`src/hdl/cs_pkg.sv`:
```
package cs_pkg;

  // word and phase widths
  localparam int WORD_W = 16;
  localparam int PHASE_W = 3;
  localparam int REG_ADDR_W = 4;

  // clock phase numbers, both rings count 0..7
  localparam logic [2:0] PH_0 = 3'h0;
  localparam logic [2:0] PH_1 = 3'h1;
  localparam logic [2:0] PH_2 = 3'h2;
  localparam logic [2:0] PH_3 = 3'h3;
  localparam logic [2:0] PH_4 = 3'h4;
  localparam logic [2:0] PH_5 = 3'h5;
  localparam logic [2:0] PH_6 = 3'h6;
  localparam logic [2:0] PH_LAST = 3'h7;

  // register offsets (word index)
  localparam logic [3:0] OFS_CTRL = 4'h0;
  localparam logic [3:0] OFS_STATUS = 4'h1;
  localparam logic [3:0] OFS_ADDR = 4'h2;
  localparam logic [3:0] OFS_BUFFER = 4'h3;

  // field positions
  localparam int CTRL_ENABLE_BIT = 0;
  localparam int STATUS_MISMATCH_BIT = 0;
  localparam int STATUS_ACTIVE_BIT = 1;
  localparam int STATUS_PENDING_BIT = 2;

  // reset values
  localparam logic [15:0] ADDR_RESET = 16'h0000;
  localparam logic [15:0] DATA_RESET = 16'h0000;
  localparam logic CTRL_ENABLE_RESET = 1'b0;

  // the three cycle-steal control lines from the adapter
  typedef struct packed {
    logic line0;
    logic line1;
    logic line2;
  } cs_ctl_s;

  // one register port request
  typedef struct packed {
    logic [3:0] addr;
    logic [15:0] wdata;
    logic wr;
    logic rd;
  } reg_req_s;

endpackage

```
`src/hdl/cycle_steal_address_control.sv`:
```
`timescale 1ns/1ps
// Behaviour
// - sequencer makes set, increment, reset of address
// - miscompare when data bus differs from buffer
// - lines 0,1 low: increment at X4
// - line0 high, 1,2 low: increment at X4
// - lines 0,1 high: increment at X4
// - line0 low, line2 high: in bus to out
// - line0 low, line1 high: clear at phase3
// - line0 low, line1 high: load phases 1-4
// - chain check mismatch sets flag at T6
// - chain check mismatch signals error at phase5
// - dash positions are don't care
// - address to buffer X1, buffer addresses X2-X7
module cycle_steal_address_control (
  // clock and reset
  input wire logic core_clk,
  input wire logic rstn,
  // register port
  input wire logic [3:0] reg_addr,
  input wire logic [15:0] reg_wdata,
  input wire logic reg_wr,
  input wire logic reg_rd,
  output logic [15:0] reg_rdata,
  // adapter side
  input wire logic cs_request,
  input wire logic [2:0] cs_ctl,
  input wire logic [15:0] in_bus,
  input wire logic [15:0] io_data,
  // storage side
  input wire logic [15:0] chan_data_bus,
  output logic [15:0] storage_addr,
  output logic [15:0] out_bus,
  output logic [15:0] xfer_reg,
  // status
  output logic cs_active,
  output logic [2:0] t_phase,
  output logic [2:0] x_phase,
  output logic addr_miscompare,
  output logic check_error,
  output logic address_mismatch_flag
);

  cs_pkg::reg_req_s req;
  cs_pkg::cs_ctl_s ctl_reg;
  logic enable_reg;
  logic cs_active_reg;
  logic [15:0] channel_address_reg;
  logic [15:0] channel_address_next;
  logic [15:0] channel_address_buffer;
  logic [15:0] buffer_next;
  logic [15:0] storage_addr_reg;
  logic [15:0] out_bus_reg;
  logic [15:0] xfer_reg_q;
  logic [15:0] rdata_reg;
  logic check_error_reg;
  logic mismatch_pending_reg;
  logic mismatch_flag_reg;
  logic t_wrap;
  logic x_wrap;
  logic x_advance;
  logic cs_start;
  logic [2:0] tx_phase;
  logic [2:0] x_phase_next;
  logic sel_increment;
  logic sel_gate_bus;
  logic sel_set_reset;
  logic sel_io_gate;
  logic sel_chain_check;
  logic do_increment;
  logic do_reset;
  logic do_set;
  logic do_check_error;
  logic do_flag_set;
  logic wr_ctrl;
  logic wr_status;
  logic wr_addr;
  logic flag_clear;
  logic [15:0] rd_mux;

  assign req = '{addr: reg_addr, wdata: reg_wdata, wr: reg_wr, rd: reg_rd};

  // processor ring is blocked while a steal owns the cycle
  phase_ring #(.W(cs_pkg::PHASE_W)) t_ring (
    .core_clk(core_clk),
    .rstn(rstn),
    .advance(!cs_active_reg),
    .phase(t_phase),
    .wrap(t_wrap)
  );

  // channel ring runs only while a steal is active, through back to back steals too
  phase_ring #(.W(cs_pkg::PHASE_W)) x_ring (
    .core_clk(core_clk),
    .rstn(rstn),
    .advance(x_advance),
    .phase(x_phase),
    .wrap(x_wrap)
  );

  // a steal starts after T7; back to back steals skip T time
  assign cs_start = t_wrap && cs_request && enable_reg;
  assign x_advance = cs_active_reg;
  assign x_phase_next = x_advance ? x_phase + 3'h1 : x_phase;
  assign tx_phase = cs_active_reg ? x_phase : t_phase;

  // lines registered every cycle, so each decode follows them one phase late
  always_ff @(posedge core_clk or negedge rstn) begin
    if (!rstn) begin
      ctl_reg <= '0;
    end else begin
      ctl_reg <= cs_ctl;
    end
  end

  // decode of the control lines; a dash is left out of the term
  assign sel_increment = (!ctl_reg.line0 && !ctl_reg.line1)
    || (ctl_reg.line0 && !ctl_reg.line1 && !ctl_reg.line2)
    || (ctl_reg.line0 && ctl_reg.line1);
  assign sel_gate_bus = !ctl_reg.line0 && ctl_reg.line2;
  assign sel_set_reset = !ctl_reg.line0 && ctl_reg.line1;
  assign sel_io_gate = !ctl_reg.line1 && ctl_reg.line2;
  assign sel_chain_check = ctl_reg.line0 && ctl_reg.line1 && !ctl_reg.line2;

  // address compare against the buffer
  assign addr_miscompare = sel_chain_check && (chan_data_bus != channel_address_buffer);

  // actions qualified by phase
  assign do_increment = cs_active_reg && (x_phase == cs_pkg::PH_4) && sel_increment;
  assign do_reset = sel_set_reset && (tx_phase == cs_pkg::PH_3);
  assign do_set = sel_set_reset && (tx_phase >= cs_pkg::PH_1) && (tx_phase <= cs_pkg::PH_4);
  assign do_check_error = addr_miscompare && (tx_phase == cs_pkg::PH_5);
  assign do_flag_set = mismatch_pending_reg && !cs_active_reg && (t_phase == cs_pkg::PH_6);

  // set ORs the data bus in, so reset then set leaves the bus value
  always_comb begin
    channel_address_next = channel_address_reg;
    if (do_increment) begin
      channel_address_next = channel_address_reg + 16'h0001;
    end else if (do_reset || do_set) begin
      channel_address_next = (do_reset ? 16'h0000 : channel_address_reg) | chan_data_bus;
    end else if (wr_addr && !cs_active_reg) begin
      channel_address_next = req.wdata;
    end
  end

  // buffer takes the address at X1 so the register may then count
  assign buffer_next = (cs_active_reg && x_phase == cs_pkg::PH_1) ?
    channel_address_reg : channel_address_buffer;

  // storage addressed from the register early, from the buffer X2 on
  always_ff @(posedge core_clk or negedge rstn) begin
    if (!rstn) begin
      storage_addr_reg <= cs_pkg::ADDR_RESET;
    end else if (x_phase_next <= cs_pkg::PH_1) begin
      storage_addr_reg <= channel_address_next;
    end else begin
      storage_addr_reg <= buffer_next;
    end
  end

  // address register and buffer
  always_ff @(posedge core_clk or negedge rstn) begin
    if (!rstn) begin
      channel_address_reg <= cs_pkg::ADDR_RESET;
      channel_address_buffer <= cs_pkg::ADDR_RESET;
    end else begin
      channel_address_reg <= channel_address_next;
      channel_address_buffer <= buffer_next;
    end
  end

  // cycle-steal state: a steal lasts one X cycle unless renewed
  always_ff @(posedge core_clk or negedge rstn) begin
    if (!rstn) begin
      cs_active_reg <= 1'b0;
    end else if (cs_start) begin
      cs_active_reg <= 1'b1;
    end else if (x_wrap) begin
      cs_active_reg <= cs_request && enable_reg;
    end
  end

  // data gating during the steal
  always_ff @(posedge core_clk or negedge rstn) begin
    if (!rstn) begin
      out_bus_reg <= cs_pkg::DATA_RESET;
      xfer_reg_q <= cs_pkg::DATA_RESET;
    end else begin
      if (cs_active_reg && sel_gate_bus) begin
        out_bus_reg <= in_bus;
      end
      if (cs_active_reg && x_phase == cs_pkg::PH_3 && sel_io_gate) begin
        xfer_reg_q <= io_data;
      end
    end
  end

  // mismatch seen in a steal waits for the next T6
  always_ff @(posedge core_clk or negedge rstn) begin
    if (!rstn) begin
      check_error_reg <= 1'b0;
      mismatch_pending_reg <= 1'b0;
    end else begin
      check_error_reg <= do_check_error;
      if (do_check_error) begin
        mismatch_pending_reg <= 1'b1;
      end else if (do_flag_set) begin
        mismatch_pending_reg <= 1'b0;
      end
    end
  end

  // sticky flag; a set in the clearing cycle wins
  assign flag_clear = wr_status && req.wdata[cs_pkg::STATUS_MISMATCH_BIT];
  always_ff @(posedge core_clk or negedge rstn) begin
    if (!rstn) begin
      mismatch_flag_reg <= 1'b0;
    end else if (do_flag_set) begin
      mismatch_flag_reg <= 1'b1;
    end else if (flag_clear) begin
      mismatch_flag_reg <= 1'b0;
    end
  end

  // register decode
  assign wr_ctrl = req.wr && (req.addr == cs_pkg::OFS_CTRL);
  assign wr_status = req.wr && (req.addr == cs_pkg::OFS_STATUS);
  assign wr_addr = req.wr && (req.addr == cs_pkg::OFS_ADDR);

  // enable only gates new steals, a running one completes
  always_ff @(posedge core_clk or negedge rstn) begin
    if (!rstn) begin
      enable_reg <= cs_pkg::CTRL_ENABLE_RESET;
    end else if (wr_ctrl) begin
      enable_reg <= req.wdata[cs_pkg::CTRL_ENABLE_BIT];
    end
  end

  // read mux; unmapped offsets read zero
  assign rd_mux = (req.addr == cs_pkg::OFS_CTRL) ? {15'h0000, enable_reg} :
    (req.addr == cs_pkg::OFS_STATUS) ?
      {13'h0000, mismatch_pending_reg, cs_active_reg, mismatch_flag_reg} :
    (req.addr == cs_pkg::OFS_ADDR) ? channel_address_reg :
    (req.addr == cs_pkg::OFS_BUFFER) ? channel_address_buffer : 16'h0000;

  // read data stand only in the cycle after the strobe
  always_ff @(posedge core_clk or negedge rstn) begin
    if (!rstn) begin
      rdata_reg <= cs_pkg::DATA_RESET;
    end else if (req.rd) begin
      rdata_reg <= rd_mux;
    end else begin
      rdata_reg <= 16'h0000;
    end
  end

  // outputs
  assign reg_rdata = rdata_reg;
  assign storage_addr = storage_addr_reg;
  assign out_bus = out_bus_reg;
  assign xfer_reg = xfer_reg_q;
  assign cs_active = cs_active_reg;
  assign check_error = check_error_reg;
  assign address_mismatch_flag = mismatch_flag_reg;

  // checks next to the logic they guard
  a_incr_at_x4: assert property (@(posedge core_clk) disable iff (!rstn)
    (cs_active_reg && x_phase == cs_pkg::PH_4 && sel_increment)
      |=> channel_address_reg == 16'($past(channel_address_reg) + 16'h0001))
    else $error("address register did not increment at X4");

  a_no_incr_else: assert property (@(posedge core_clk) disable iff (!rstn)
    (cs_active_reg && x_phase != cs_pkg::PH_4 && !sel_set_reset && !req.wr)
      |=> channel_address_reg == $past(channel_address_reg))
    else $error("address register moved outside its phases");

  a_gate_in_bus: assert property (@(posedge core_clk) disable iff (!rstn)
    (cs_active_reg && !ctl_reg.line0 && ctl_reg.line2) |=> out_bus == $past(in_bus))
    else $error("in bus not gated to out bus");

  a_reset_load: assert property (@(posedge core_clk) disable iff (!rstn)
    (sel_set_reset && tx_phase == cs_pkg::PH_3 && !do_increment)
      |=> channel_address_reg == $past(chan_data_bus))
    else $error("address register not cleared and loaded at phase 3");

  a_set_or: assert property (@(posedge core_clk) disable iff (!rstn)
    (sel_set_reset && tx_phase == cs_pkg::PH_1 && !do_increment)
      |=> channel_address_reg == ($past(channel_address_reg) | $past(chan_data_bus)))
    else $error("address register not set at phase 1");

  a_io_to_xfer: assert property (@(posedge core_clk) disable iff (!rstn)
    (cs_active_reg && x_phase == cs_pkg::PH_3 && !ctl_reg.line1 && ctl_reg.line2)
      |=> xfer_reg == $past(io_data))
    else $error("io data not gated at X3");

  a_check_error: assert property (@(posedge core_clk) disable iff (!rstn)
    (sel_chain_check && tx_phase == cs_pkg::PH_5
      && chan_data_bus != channel_address_buffer) |=> check_error ##1 !check_error)
    else $error("check error not a single pulse after phase 5");

  a_flag_at_t6: assert property (@(posedge core_clk) disable iff (!rstn)
    (mismatch_pending_reg && !cs_active_reg && t_phase == cs_pkg::PH_6)
      |=> address_mismatch_flag && !mismatch_pending_reg)
    else $error("mismatch flag not set at T6");

  a_buffer_x1: assert property (@(posedge core_clk) disable iff (!rstn)
    (cs_active_reg && x_phase == cs_pkg::PH_1)
      |=> channel_address_buffer == $past(channel_address_reg))
    else $error("buffer not loaded at X1");

  a_addr_source: assert property (@(posedge core_clk) disable iff (!rstn)
    (cs_active_reg && x_phase >= cs_pkg::PH_2) |-> storage_addr == channel_address_buffer)
    else $error("storage not addressed from buffer after X2");

endmodule

```
`src/hdl/phase_ring.sv`:
```
`timescale 1ns/1ps
// eight-phase clock ring, advances only when told to
module phase_ring #(
  parameter int W = 3
) (
  // clock and reset
  input wire logic core_clk,
  input wire logic rstn,
  // control
  input wire logic advance,
  // phase state
  output logic [W-1:0] phase,
  output logic wrap
);

  logic [W-1:0] phase_reg;
  logic [W-1:0] phase_next;

  // wrap marks the last phase being left
  assign wrap = advance && (phase_reg == {W{1'b1}});
  assign phase_next = advance ? phase_reg + {{(W-1){1'b0}}, 1'b1} : phase_reg;
  assign phase = phase_reg;

  // held still while not advancing
  always_ff @(posedge core_clk or negedge rstn) begin
    if (!rstn) begin
      phase_reg <= '0;
    end else begin
      phase_reg <= phase_next;
    end
  end

endmodule

```
`config.mk`:
```
export PLATFORM = sky130hd
export DESIGN_NAME = cycle_steal_address_control
export DESIGN_NICKNAME = d
export VERILOG_FILES = /design/src/hdl/cs_pkg.sv /design/src/hdl/cycle_steal_address_control.sv /design/src/hdl/phase_ring.sv
export SDC_FILE = /design/constraint.sdc
export NUM_CORES = 1
export LEC_CHECK = 0
export BUFFER_PORTS_ARGS = -buffer_cell sky130_fd_sc_hd__buf_2
export CAP_MARGIN = 15
export CORE_MARGIN = 2
export CORE_UTILIZATION = 35
export DETAILED_ROUTE_END_ITERATION = 8
export GPL_TIMING_DRIVEN = 0
export PLACE_DENSITY_LB_ADDON = 0.12
export SETUP_SLACK_MARGIN = 0.02
export SLEW_MARGIN = 20
export SYNTH_ARGS = -nofsm -noshare
export SYNTH_HDL_FRONTEND = slang
export SYNTH_SLANG_ARGS = --single-unit
```
`constraint.sdc`:
```
create_clock -name core_clk -period 3 [get_ports core_clk]
set_clock_uncertainty 0.1 [all_clocks]
set_input_delay 0 -clock core_clk [delete_from_list [all_inputs] [get_ports core_clk]]
set_output_delay 0 -clock core_clk [all_outputs]
set_load 0.1 [all_outputs]
```
==> impl_metrics.ini <==
[power_and_ir_drop]
power_mw = 9.86
p_per_area_mw_per_mm2 = 1200
clockPowerShare = 0.121
p_sw_mw = 5.55
seqPwrFrac = 0.242
power.internal_mw = 4.31
power.share.switching = 0.563
pwr-share-comb = 0.637
p_leak_nw = 3.57
ir_drop_uv = 1090

[sta]
fmax_ghz = 0.349
min_period_ns = 2.86
fin_hold_ws_ns = -0.0127
maxSlewViolCount = 0
post-route-period-util = 0.954
finalHoldViolCount = 15
setup_viol = 0
maxSlewHeadroom = 0.434
worstMarginPinSlew_ns = 0.849
rsz0062_at_grt = no

[cts]
clk_path_buf_depth = 2
clock_sinks = 110
cts_tree = done
clk_transition_reported_paths_ns = 0.08
clock_latency_ns = 0.36
cts_max_level = 3
cts_made_buffers = 9
clockRootBuffer = clkbuf_16

[flow_run]
drv_cap = 0

[placement]
gp_congestion = 0.922
dp_hpwl_mm = 15.0
placement.cell_area_mm2 = 0.00716
io_buffers = 147

[synthesis]
synth_ff_type = dfrtp_1
synth_nets = 687
netlist_area_mm2 = 0.00610
ys_types = 54
syn_area_per_cell_um2 = 10.1
synth_seq_area_share = 0.451
synth_edf_count = 0
ys.warnings.count = 0
syn_inst = 602
ys_ff_latch = 110
ys_async_sr_fraction = 1.00

[setup_path]
cp-end-kind = flip-flop
required_ns = 3.10
cp.arrival_ns = 2.96
crit_fanout = 10
crit_type = reg2reg
start_kind = flip-flop

[routing]
vias_per_cell = 5.28
num_vias = 5607
wl_per_cell_um = 19.3
drtIter0Drc = 353
first_pass_iters = 7
drc_errors = 0
drt_wl_total_mm = 20.5
ant_nets = 0

[global_routing]
antenna_found_initial = 1
grt_max_degree = 80
grt_first_pass_wirelength_mm = 31.1
grt_remaining_overflow = 0
grt_pass1_vias = 5448
track_usage = 0.223

[floorplan]
core-area_mm2 = 0.0172
die_height_um = 136
row_count = 48
io-pin-count = 150
dieArea_mm2 = 0.0185
die_w_um = 136
floorplan.initialDensity = 0.355

[cells_and_area]
areaGrowthSynthToFinish_pct = 34.2
drive_above_1_share = 0.328
final_cell_mix = buf_2, dfrtp_1, dlygate4sd3_1
nets = 916
fin_area_mm2 = 0.00819
final_common_cell = buf_2

[hold_path]
holdCritPathClass = in2async

[outcome]
failed_checks = hold timing
outcome = finished, violations left
==> power by group through the flow <==
| stage | combinational, mW | sequential, mW | clock, mW |
|---|---|---|---|
| finish | 6.28 | 2.39 | 1.20 |
| CTS | 6.22 | 2.39 | 1.23 |
| global route | 6.65 | 2.45 | 1.29 |
| floorplan | 2.40 | 4.79 | 0 |
| detailed placement | 6.10 | 2.41 | 0 |
| global placement | 6.08 | 2.39 | 0 |
==> worst paths after layout <==
path | startpoint | end | slack (ns) | depth (start not counted)
min in group core_clk | reg_wdata[10] | channel_address_reg[10] | 0.02 | 4
worst min-delay path | rstn | out_bus[4] | -0.01 | 2
worst max register to register | x_ring.phase[0] | channel_address_reg[4] | 0.14 | 8
max in group asynchronous | rstn | xfer_reg[9] | 2.13 | 3
worst min register to register | out_bus[13] | out_bus[13] | 0.40 | 1
worst max-delay path | x_ring.phase[0] | channel_address_reg[4] | 0.14 | 8
==> cell usage after synthesis, drive strengths merged (11+ instances only) <==
library cell / number / area share
dfrtp: 110 / 0.45
mux2: 64 / 0.12
clkbuf: 46 / 0.029
o21ai: 42 / 0.034
nor2: 40 / 0.025
xnor2: 29 / 0.042
nand2: 28 / 0.017
a21oi: 25 / 0.021
nor3: 21 / 0.019
a22oi: 17 / 0.021
o21bai: 16 / 0.020
maj3: 14 / 0.023
nor4: 14 / 0.014
inv: 13 / 0.0080
buf: 11 / 0.0084
o22ai: 11 / 0.011
==> per-layer routing <==
metal	share of wire	global-route usage	up-vias
li1	-	-	2651
met1	0.45	0.290	2703
met2	0.47	0.375	219
met3	0.057	0.0433	34
met4	0.023	0.0700	0
met5	0	0	-
==> timing repair <==
item                                    CTS  global route
endpoints found under the setup margin   41            24
hold buffers                             66             0
hold endpoints to repair                177             0
setup buffers                             1             7
resized for setup                         5            10
==> layout make-up <==
| type | instances | area [um^2] |
|---|---|---|
| Sequential cell | 110 | 2760 |
| Multi-Input combinational cell | 422 | 3080 |
| Tap cell | 225 | 282 |
| Fill cell | 1640 | 8990 |
| Clock buffer | 12 | 256 |
| Timing Repair Buffer | 222 | 1500 |
| Antenna cell | 1 | 2.50 |
| Buffer | 53 | 223 |
| Inverter | 13 | 56.3 |
| Clock inverter | 4 | 27.5 |
==> worst max-delay path, stage by stage, from the launching register on <==
cell and delay (ns):
dfrtp_2 0.39, buf_2 0.26, clkinvlp_4 0.18, ha_1 0.21
and3_1 0.21, nand3_1 0.21, clkbuf_2 0.36, clkbuf_1 0.56
o22ai_1 0.20
==> kinds of logic (layout without fill, tap and decap cells) <==
family / after synthesis / in the layout / synth area share
and+or+nand+nor: 150 / 150 / 0.126
buffers and inverters: 70 / 304 / 0.0453
DFF: 110 / 110 / 0.451
xor gates and xnor gates: 30 / 30 / 0.0431
AOI/OAI and AO/OA: 151 / 151 / 0.168
other: 0 / 1 / 0
adders and majority gates: 23 / 23 / 0.0414
muxes: 68 / 68 / 0.125
==> per-stage QoR <==
stage	hold slack [ns]	setup WS, ns	setup TNS [ns]	utilization	std cells
CTS	0.00649	-0.00609	-0.00609	0.472	1054
global route	0.0449	0.0210	0	0.477	1061
finish	-0.0127	0.138	0	0.477	1062
detailed placement	-0.192	-0.594	-11.20	0.417	975
global placement	0.00997	-0.580	-9.43	0.415	974
floorplan	-0.396	0.0724	0	-	602
No activity file was read; power rests on OpenSTA's default activity.
